File: config.mk
export PLATFORM = sky130hd
export DESIGN_NAME = cid_fsk_gen
export DESIGN_NICKNAME = d
export VERILOG_FILES = /design/src/core/cid_pkg.sv /design/src/core/cid_fsk_gen.sv /design/src/core/cid_msg_ram.sv /design/src/core/cid_tone_nco.sv
export VERILOG_INCLUDE_DIRS = /design/src /design/src/core
export SDC_FILE = /design/constraint.sdc
export NUM_CORES = 2
export LEC_CHECK = 0
export BUFFER_PORTS_ARGS = -buffer_cell sky130_fd_sc_hd__buf_4
export CORE_MARGIN = 2
export CORE_UTILIZATION = 50
export CTS_CLUSTER_SIZE = 20
export DETAILED_ROUTE_END_ITERATION = 10
export PLACE_DENSITY_LB_ADDON = 0.25
export SKIP_CTS_REPAIR_TIMING = 1
export SYNTH_ARGS = -nofsm -noshare
export SYNTH_HDL_FRONTEND = slang
export SYNTH_SLANG_ARGS = --single-unit
File: constraint.sdc
create_clock -name CLOCK -period 20.5 [get_ports CLOCK]
set_clock_uncertainty 0.2 [all_clocks]
set_input_delay 1.025 -clock CLOCK [delete_from_list [all_inputs] [get_ports CLOCK]]
set_output_delay 1.025 -clock CLOCK [all_outputs]
set_load 0.05 [all_outputs]
File: src/core/cid_regs.svh
// Purpose: register map, field positions, reset values and timing of the caller-id fsk block
// Assumes: 32-bit wishbone data, one register per aligned word, index = byte address / 4
// Notes:   definitions only
`ifndef CID_REGS_SVH
`define CID_REGS_SVH

// -----------------------------------------------------------------------------
// register word indexes
// -----------------------------------------------------------------------------
`define CID_IDX_CTRL    4'h0
`define CID_IDX_SEIZ    4'h1
`define CID_IDX_MARK    4'h2
`define CID_IDX_FLAG    4'h3
`define CID_IDX_DLEN    4'h4
`define CID_IDX_RAMCMD  4'h5
`define CID_IDX_RAMDAT  4'h6
`define CID_IDX_STATUS  4'h7

// -----------------------------------------------------------------------------
// field positions
// -----------------------------------------------------------------------------
`define CID_CTRL_ON     0
`define CID_CTRL_START  1
`define CID_CTRL_STD    2
`define CID_CTRL_MAS    3
`define CID_CTRL_CH     6:4
`define CID_RAMCMD_FSK  4
`define CID_RAMCMD_BLK  2:0

// -----------------------------------------------------------------------------
// reset values
// -----------------------------------------------------------------------------
`define CID_RST_SEIZ    8'h0F
`define CID_RST_MARK    8'h50
`define CID_RST_FLAG    8'h01
`define CID_RST_DLEN    7'h00

// -----------------------------------------------------------------------------
// timing
// -----------------------------------------------------------------------------
`define CID_CLK_HZ      25000000
`define CID_BAUD        1200
`define CID_BAUD_CYC    (`CID_CLK_HZ / `CID_BAUD)
`define CID_FRAME_LAST  9'h009
`define CID_BELL_MARK   1200
`define CID_BELL_SPACE  2200
`define CID_ALT_MARK    1300
`define CID_ALT_SPACE   2100
`define CID_TONE_INC(f) ((64'(f) * 64'd16777216) / 64'd25000000)

`endif

File: src/core/cid_pkg.sv
// Purpose: types shared by the caller-id fsk generator
// Assumes: nothing
// Notes:   state structs hold every flop of a module
package cid_pkg;

    typedef enum logic [5:0] {
        ST_IDLE = 6'h01,
        ST_SEIZ = 6'h02,
        ST_MARK = 6'h04,
        ST_DATA = 6'h08,
        ST_FLAG = 6'h10,
        ST_HOLD = 6'h20
    } cid_state_t;

    typedef struct packed {
        logic              ack;
        logic [31:0]       dat;
        logic              on;
        logic              busy;
        logic              std;
        logic              mark_after_send;
        logic [2:0]        ch;
        logic [7:0]        seiz;
        logic [7:0]        mark;
        logic [7:0]        flag;
        logic [6:0]        dlen;
        logic              fsk_sel;
        logic [4:0]        ptr;
        cid_state_t        st;
        logic [8:0]        cnt;
        logic [6:0]        bcnt;
        logic [9:0]        sh;
        logic              bit_out;
        logic [14:0]       tmr;
    } cid_top_t;

    typedef struct packed {
        logic [31:0][15:0] mem;
    } cid_ram_t;

    typedef struct packed {
        logic [23:0]       acc;
    } cid_nco_t;

endpackage

File: src/core/cid_fsk_gen.sv
// Purpose: shared caller-id fsk generator behind a classic wishbone slave
// Assumes: one 25 MHz clock, all inputs synchronous to it
// Notes:   one bit period is BAUD_CYCLES clocks; runs shorter than one bit send one bit
//
// What this block does
// - generator runs only while on/off is one
// - busy reads one, clears when frame sent
// - seizure, mark, then byte plus flag repeated
// - seizure is repeated zero-one bit pairs
// - mark run of ones follows seizure
// - flag run of ones between bytes
// - run lengths come from three length registers
// - seizure bits equal twice programmed value
// - message store is 32 sixteen-bit words
// - byte counter reaching data length ends frame
// - channel select picks the receiving channel
// - standard select picks the tone pair
// - start zero, eight bits lsb first, stop one
// - mark-after-send holds ones until cleared
// - words stored msb first, bytes sent lsb first
// - ram command bit 4 selects message store
// - ram command covers eight consecutive words
`timescale 1ns/100ps
`include "cid_regs.svh"
module cid_fsk_gen
    import cid_pkg::*;
#(
    parameter int BAUD_CYCLES = `CID_BAUD_CYC
)
(
    input  wire logic        CLOCK,
    input  wire logic        RST,
    input  wire logic        CE,
    input  wire logic        CYC_I,
    input  wire logic        STB_I,
    input  wire logic        WE_I,
    input  wire logic [5:0]  ADR_I,
    input  wire logic [3:0]  SEL_I,
    input  wire logic [31:0] DAT_I,
    output      logic [31:0] DAT_O,
    output      logic        ACK_O,
    output      logic        FSK_BIT,
    output      logic        FSK_TONE,
    output      logic        FSK_ACTIVE,
    output      logic [3:0]  FSK_CH_EN
);
    localparam logic [14:0] TMR_LAST = 15'(BAUD_CYCLES - 1);

    cid_top_t    q;
    cid_top_t    d;
    logic        req;
    logic        wr_ack;
    logic        rd_ack;
    logic [3:0]  idx;
    logic [31:0] rd_val;
    logic [31:0] w;
    logic        set_start;
    logic        tick;
    logic        ram_we;
    logic [15:0] ram_rd_a;
    logic [15:0] ram_rd_b;
    logic [7:0]  tx_byte;

    // -------------------------------------------------------------------------
    // helpers
    // -------------------------------------------------------------------------
    function automatic logic [31:0] lanes(input logic [31:0] o, input logic [31:0] n,
                                          input logic [3:0] s);
        logic [31:0] r;
        r = o;
        for (int i = 0; i < 4; i++)
        begin
            if (s[i])
            begin
                r[8*i +: 8] = n[8*i +: 8];
            end
        end
        return r;
    endfunction

    // -------------------------------------------------------------------------
    // submodules
    // -------------------------------------------------------------------------
    cid_msg_ram u_ram (
        .clk     (CLOCK),
        .rst     (RST),
        .ce      (CE),
        .we      (ram_we),
        .waddr   (q.ptr),
        .wdata   (DAT_I[15:0]),
        .raddr_a (q.ptr),
        .rdata_a (ram_rd_a),
        .raddr_b (q.bcnt[5:1]),
        .rdata_b (ram_rd_b)
    );

    cid_tone_nco u_nco (
        .clk  (CLOCK),
        .rst  (RST),
        .ce   (CE),
        .run  (q.st != ST_IDLE),
        .mark (q.bit_out),
        .std  (q.std),
        .tone (FSK_TONE)
    );

    // -------------------------------------------------------------------------
    // register read view
    // -------------------------------------------------------------------------
    assign idx = ADR_I[5:2];
    // even byte index is the high half: the word is loaded msb first
    assign tx_byte = q.bcnt[0] ? ram_rd_b[7:0] : ram_rd_b[15:8];

    always_comb
    begin
        rd_val = 32'h00000000;
        unique case (idx)
            `CID_IDX_CTRL:
            begin
                rd_val[`CID_CTRL_ON]    = q.on;
                rd_val[`CID_CTRL_START] = q.busy;
                rd_val[`CID_CTRL_STD]   = q.std;
                rd_val[`CID_CTRL_MAS]   = q.mark_after_send;
                rd_val[`CID_CTRL_CH]    = q.ch;
            end
            `CID_IDX_SEIZ:   rd_val[7:0] = q.seiz;
            `CID_IDX_MARK:   rd_val[7:0] = q.mark;
            `CID_IDX_FLAG:   rd_val[7:0] = q.flag;
            `CID_IDX_DLEN:   rd_val[6:0] = q.dlen;
            `CID_IDX_RAMCMD:
            begin
                rd_val[`CID_RAMCMD_FSK] = q.fsk_sel;
                rd_val[`CID_RAMCMD_BLK] = {1'b0, q.ptr[4:3]};
            end
            `CID_IDX_RAMDAT: rd_val[15:0] = q.fsk_sel ? ram_rd_a : 16'h0000;
            `CID_IDX_STATUS: rd_val = {15'h0000, q.bit_out, 2'h0, q.st, 1'h0, q.bcnt};
            default:         rd_val = 32'h00000000;
        endcase
    end

    // -------------------------------------------------------------------------
    // next state
    // -------------------------------------------------------------------------
    always_comb
    begin
        d = q;
        req = CYC_I & STB_I;
        // writes land on the edge where the master sees ack
        wr_ack = req & q.ack & WE_I;
        rd_ack = req & q.ack & ~WE_I;
        w = lanes(rd_val, DAT_I, SEL_I);
        set_start = 1'b0;
        ram_we = 1'b0;
        d.ack = req & ~q.ack;
        if (req & ~q.ack)
        begin
            d.dat = rd_val;
        end

        if (wr_ack)
        begin
            unique case (idx)
                `CID_IDX_CTRL:
                begin
                    d.on  = w[`CID_CTRL_ON];
                    d.std = w[`CID_CTRL_STD];
                    d.mark_after_send = w[`CID_CTRL_MAS];
                    d.ch  = w[`CID_CTRL_CH];
                    set_start = SEL_I[0] & DAT_I[`CID_CTRL_START] & w[`CID_CTRL_ON];
                end
                `CID_IDX_SEIZ: d.seiz = w[7:0];
                `CID_IDX_MARK: d.mark = w[7:0];
                `CID_IDX_FLAG: d.flag = w[7:0];
                `CID_IDX_DLEN: d.dlen = w[6:0];
                `CID_IDX_RAMCMD:
                begin
                    d.fsk_sel = w[`CID_RAMCMD_FSK];
                    d.ptr = {w[1:0], 3'h0};
                end
                `CID_IDX_RAMDAT:
                begin
                    ram_we = q.fsk_sel & SEL_I[0] & SEL_I[1];
                end
                default:
                begin
                end
            endcase
        end
        // data port walks the eight words of its block and wraps
        if ((wr_ack | rd_ack) && idx == `CID_IDX_RAMDAT && q.fsk_sel)
        begin
            d.ptr = {q.ptr[4:3], q.ptr[2:0] + 3'h1};
        end

        // one tick per bit period sets the pace of every run
        tick = (q.st != ST_IDLE) && (q.tmr == TMR_LAST);
        d.tmr = tick ? 15'h0000 : q.tmr + 15'h0001;

        if (tick)
        begin
            unique case (q.st)
                ST_SEIZ:
                begin
                    if (q.cnt + 9'h001 >= {q.seiz, 1'b0})
                    begin
                        d.st = ST_MARK;
                        d.cnt = 9'h000;
                        d.bit_out = 1'b1;
                    end
                    else
                    begin
                        d.cnt = q.cnt + 9'h001;
                        d.bit_out = ~q.cnt[0];
                    end
                end
                ST_MARK, ST_FLAG:
                begin
                    if (q.cnt + 9'h001 >= {1'b0, (q.st == ST_MARK) ? q.mark : q.flag})
                    begin
                        d.st = ST_DATA;
                        d.cnt = 9'h000;
                        d.sh = {1'b1, tx_byte, 1'b0};
                        d.bit_out = 1'b0;
                    end
                    else
                    begin
                        d.cnt = q.cnt + 9'h001;
                    end
                end
                ST_DATA:
                begin
                    if (q.cnt == `CID_FRAME_LAST)
                    begin
                        d.bcnt = q.bcnt + 7'h01;
                        d.cnt = 9'h000;
                        d.bit_out = 1'b1;
                        if (q.bcnt + 7'h01 >= q.dlen)
                        begin
                            d.busy = 1'b0;
                            d.st = q.mark_after_send ? ST_HOLD : ST_IDLE;
                        end
                        else
                        begin
                            d.st = ST_FLAG;
                        end
                    end
                    else
                    begin
                        d.cnt = q.cnt + 9'h001;
                        d.sh = {1'b0, q.sh[9:1]};
                        d.bit_out = q.sh[1];
                    end
                end
                default:
                begin
                end
            endcase
        end

        if (q.st == ST_HOLD && !q.mark_after_send)
        begin
            d.st = ST_IDLE;
        end
        if (!q.on)
        begin
            d.st = ST_IDLE;
            d.busy = 1'b0;
        end
        if (d.st == ST_IDLE)
        begin
            d.bit_out = 1'b1;
            d.tmr = 15'h0000;
        end
        // a start in the cycle the frame ends still wins over the clear
        if (set_start)
        begin
            d.busy = 1'b1;
            d.st = ST_SEIZ;
            d.cnt = 9'h000;
            d.bcnt = 7'h00;
            d.tmr = 15'h0000;
            d.bit_out = 1'b0;
        end
    end

    // -------------------------------------------------------------------------
    // state register
    // -------------------------------------------------------------------------
    always_ff @(posedge CLOCK or posedge RST)
    begin
        if (RST)
        begin
            q <= '0;
            q.st <= ST_IDLE;
            q.bit_out <= 1'b1;
            q.seiz <= `CID_RST_SEIZ;
            q.mark <= `CID_RST_MARK;
            q.flag <= `CID_RST_FLAG;
            q.dlen <= `CID_RST_DLEN;
        end
        else if (CE)
        begin
            q <= d;
        end
    end

    // -------------------------------------------------------------------------
    // outputs
    // -------------------------------------------------------------------------
    assign DAT_O = q.dat;
    assign ACK_O = q.ack;
    assign FSK_BIT = q.bit_out;
    assign FSK_ACTIVE = q.st != ST_IDLE;

    genvar g;
    generate
        for (g = 0; g < 4; g++)
        begin : g_ch
            assign FSK_CH_EN[g] = (q.st != ST_IDLE) && (q.ch == 3'(g));
        end
    endgenerate
endmodule // cid_fsk_gen

File: src/core/cid_msg_ram.sv
// Purpose: shared message store, 32 words of 16 bits in flops
// Assumes: one write port, two independent read ports
// Notes:   reads are combinational from the flops
`timescale 1ns/100ps
`include "cid_regs.svh"
module cid_msg_ram
    import cid_pkg::*;
(
    input  wire logic        clk,
    input  wire logic        rst,
    input  wire logic        ce,
    input  wire logic        we,
    input  wire logic [4:0]  waddr,
    input  wire logic [15:0] wdata,
    input  wire logic [4:0]  raddr_a,
    output      logic [15:0] rdata_a,
    input  wire logic [4:0]  raddr_b,
    output      logic [15:0] rdata_b
);
    cid_ram_t q;
    cid_ram_t d;

    // -------------------------------------------------------------------------
    // storage
    // -------------------------------------------------------------------------
    always_comb
    begin
        d = q;
        if (we)
        begin
            d.mem[waddr] = wdata;
        end
    end

    always_ff @(posedge clk or posedge rst)
    begin
        if (rst)
        begin
            q <= '0;
        end
        else if (ce)
        begin
            q <= d;
        end
    end

    assign rdata_a = q.mem[raddr_a];
    assign rdata_b = q.mem[raddr_b];
endmodule // cid_msg_ram

File: src/core/cid_tone_nco.sv
// Purpose: mark/space tone as a square wave from a phase accumulator
// Assumes: 25 MHz clock, 24-bit phase
// Notes:   analogue shaping is left to the channel path
`timescale 1ns/100ps
`include "cid_regs.svh"
module cid_tone_nco
    import cid_pkg::*;
(
    input  wire logic clk,
    input  wire logic rst,
    input  wire logic ce,
    input  wire logic run,
    input  wire logic mark,
    input  wire logic std,
    output      logic tone
);
    localparam logic [23:0] INC_BM = 24'(`CID_TONE_INC(`CID_BELL_MARK));
    localparam logic [23:0] INC_BS = 24'(`CID_TONE_INC(`CID_BELL_SPACE));
    localparam logic [23:0] INC_AM = 24'(`CID_TONE_INC(`CID_ALT_MARK));
    localparam logic [23:0] INC_AS = 24'(`CID_TONE_INC(`CID_ALT_SPACE));

    cid_nco_t    q;
    cid_nco_t    d;
    logic [23:0] inc;

    // -------------------------------------------------------------------------
    // phase step
    // -------------------------------------------------------------------------
    always_comb
    begin
        // std high picks 1300/2100, low picks 1200/2200
        inc = std ? (mark ? INC_AM : INC_AS) : (mark ? INC_BM : INC_BS);
        d = q;
        d.acc = run ? q.acc + inc : 24'h000000;
    end

    always_ff @(posedge clk or posedge rst)
    begin
        if (rst)
        begin
            q <= '0;
        end
        else if (ce)
        begin
            q <= d;
        end
    end

    assign tone = q.acc[23];
endmodule // cid_tone_nco

==> results.md <==
- **status** finished clean
- **Critical-path top delay cell** sky130_fd_sc_hd__dfrtp_4
- **Critical Setup Path Class** reg -> reg
- **share of final-layout standard cells stronger than drive strength 1** 0.3942
- **Final HPWL DP** 59.44 mm
- **power density normalized to cell area** 72.79 nW/um^2
- **remaining global-route overflow** 0
- **Clock Path Buffers** 3
- **final worst path period share** 0.2356
- **wire length of the first global-routing pass** 151.8 mm
- **number of DRC markers in iteration 0** 2371
- **Cell Area, Synth** 34720 sq um
- **class of the tightest hold or removal check** reg -> reg
- **num rows** 96
- **crit-path max FO** 49
- **Slew Viols, Final** 0
- **Max transition margin** 0.2417
- **worst setup slack after placement** 15660 ps
- **CP endpoint kind** flop
- **Max Cap Viol** 0
- **via count normalized by instance count** 6.547
- **largest net degree at the start of global routing** 188
- **placer congestion estimate** 0.9004
- **count of vias placed by the detailed router** 22840
- **post-synthesis sequential area ratio** 0.4652
- **unrepaired setup endpoints after global routing** false
- **min setup slack post-route** 15670 ps
- **total track usage** 0.2905
- **total wire length** 101.2 mm
- **CP startpoint kind** flop
- **initial standard-cell utilization of the core** 0.5053
- **number of I/O port buffers** 52
- **ys async rst share** 1.000
- **number of nets in the layout** 2594
- **number of optimization iterations in the first detailed-route pass** 6
- **vias in the first global route** 23520
- **clock transition at the register clock pins on the worst setup and hold paths after CTS** 60 ps
- **most common cell after layout, fill and taps aside** sky130_fd_sc_hd__dfrtp_1
- **footprint of the flip-flops and latches** 16170 sq um
- **signed area change from the synthesized netlist to the final layout** 9.388%
- **slowest stage delay, CP** 850 ps
- **number of H-tree levels** 3
- **height of the die** 267.5 microns
- **CTS buffer count** 72
- **area enclosed by the die boundary** 71560 sq um
- **Hold Vio Cnt, Final** 0
- **cell chain of the critical path** buf_4 -> buf_4 -> mux4_2 -> a22oi_1 -> nand4_1 -> a22o_1 -> mux2_2 -> mux2_2
- **placeable core region** 68710 sq um
- **critical path required time** 20800 ps
- **#FFs+latches synth** 645
- **Warnings, synthesis** 0
- **commonest non-fill, non-tap cells in the layout** 630 x sky130_fd_sc_hd__dfrtp_1, 466 x sky130_fd_sc_hd__mux2_2, 299 x sky130_fd_sc_hd__mux4_2
- **count of cell types in the netlist** 71
- **predominant post-synthesis flop cell** sky130_fd_sc_hd__dfrtp_1
- **number of flops mapped to enable cells by yosys** 0
- **Die Width** 267.5 microns
- **Remaining DRCs** 0
- **maximum vdd ir drop** 0.06228 mV
- **clock latency reported for the late side of the worst-skew pair** 630 ps
- **number of primary I/O pins** 88
- **transition time at the pin with the least slew margin** 1129 ps
- **TritonCTS sink count** 645
- **WP data arrival** 5130 ps
- **Layout fillers** 5638
- **Highest Clock Rate** 207.1 MHz
- **post-detailed-route count of antenna-violating nets** 0
- **Post-Synthesis Mean Instance Area** 13.57 sq um
- **number of failing setup endpoints in the final timing report** 0
- **wire per inst** 29.01 microns
- **clock tree from TritonCTS** yes
- **Sum Neg Setup Slack** 0 ps
- **combined area of the multi-input logic cells** 17340 sq um
- **Gate Count Post-Synth** 2559
- **static leakage** 0.01713 uW
- **shortest period the worst path allows** 4829 ps
- **initial antenna violation count** 0
- **root buf cell** sky130_fd_sc_hd__clkbuf_16
==> critical path, delay by kind of cell, from the launching register on <==
| family | cells | cell delay, ps |
|---|---|---|
| buffers and inverters | 2 | 1540 |
| multiplexers | 3 | 1140 |
| flip-flops | 1 | 850 |
| AO/OA/AOI/OAI | 2 | 630 |
| AND/OR/NAND/NOR | 1 | 310 |
==> area by class of cell <==
class / instances / area share
antenna: 1 / 0.00006589
clock buffer: 109 / 0.05644
clock inverter: 18 / 0.006490
inverter: 47 / 0.004843
multi-input combinational: 1646 / 0.4566
sequential: 645 / 0.4258
tap: 931 / 0.03067
timing repair buffer: 92 / 0.01917
==> final timing paths <==
check,cells after the start,start,slack (ps),to
worst min register to register,1,u_nco.q[8],290,u_nco.q[8]
min in group asynchronous,2,RST,310,u_nco.q[20]
worst max register to register,8,q[49],15670,q[76]
worst max-delay path,8,q[49],15670,q[76]
worst min-delay path,1,u_nco.q[8],290,u_nco.q[8]
max in group asynchronous,4,RST,17340,u_ram.q[83]
==> layer usage <==
metal	track usage	up-vias	share of wire
met2	0.4555	928	0.47
li1	-	9572	-
met4	0.1261	0	0.046
met1	0.3918	12090	0.40
met5	0	-	0
met3	0.06491	258	0.081
==> per-stage QoR <==
step                      cell area (sq um)  std cells  utilization  power, uW  hold slack, ps
after floorplan                       34770       2573            -       1426           249.2
after global placement                35590       3361       0.5179       1458           261.4
after detailed placement              35590       3361       0.5179       1464           275.0
after CTS                             37980       3488       0.5527       2784           288.0
after global routing                  37980       3488       0.5527       2858           308.0
final                                 37980       3489       0.5528       2764           287.8
==> registers in the layout, summed over array words and instances, names as in the netlist <==
name,cells
DAT_O,17
q,90
u_nco.q,24
ACK_O,1
FSK_BIT,1
u_ram.q,512
==> kinds of logic (layout without fill, tap and decap cells) <==
kind of cell               Yosys count  count (layout)  synth area share
AOI/OAI and AO/OA                  328             328           0.05993
muxes                              795             795            0.3539
buffers and inverters              282             266           0.03867
DFF                                645             645            0.4652
xor gates and xnor gates            42              42           0.01060
and+or+nand+nor                    424             424           0.05640
adders and majority gates           42              42           0.01514
other                                1              16         0.0001080
==> cells in the mapped netlist (all sizes together), types with 11 or more instances <==
cell      n  area [sq um]
dfrtp   636         15920
mux2    471          5304
mux4    299          6734
nand2   212         795.8
o21ai   153         765.7
buf     134         787.0
clkbuf  101         379.1
a22oi    70         525.5
nor2     65         244.0
inv      47         176.4
ha       42         525.5
nand3    36         180.2
nand4    30         187.7
xor2     27         236.5
a21oi    26         130.1
mux2i    25         250.2
xnor2    15         131.4
a22o     13         113.9
and3     11         68.82
nor3     11         55.05
==> report_power, final <==
part	internal (uW)	total, uW	switching, uW	leakage [uW]
logic	39.4	143	103	0.00702
clock network	776	1320	548	0.00117
registers	1290	1300	12.4	0.00894
total	2100	2760	663	0.0171
No activity file was read; power rests on OpenSTA's default activity.
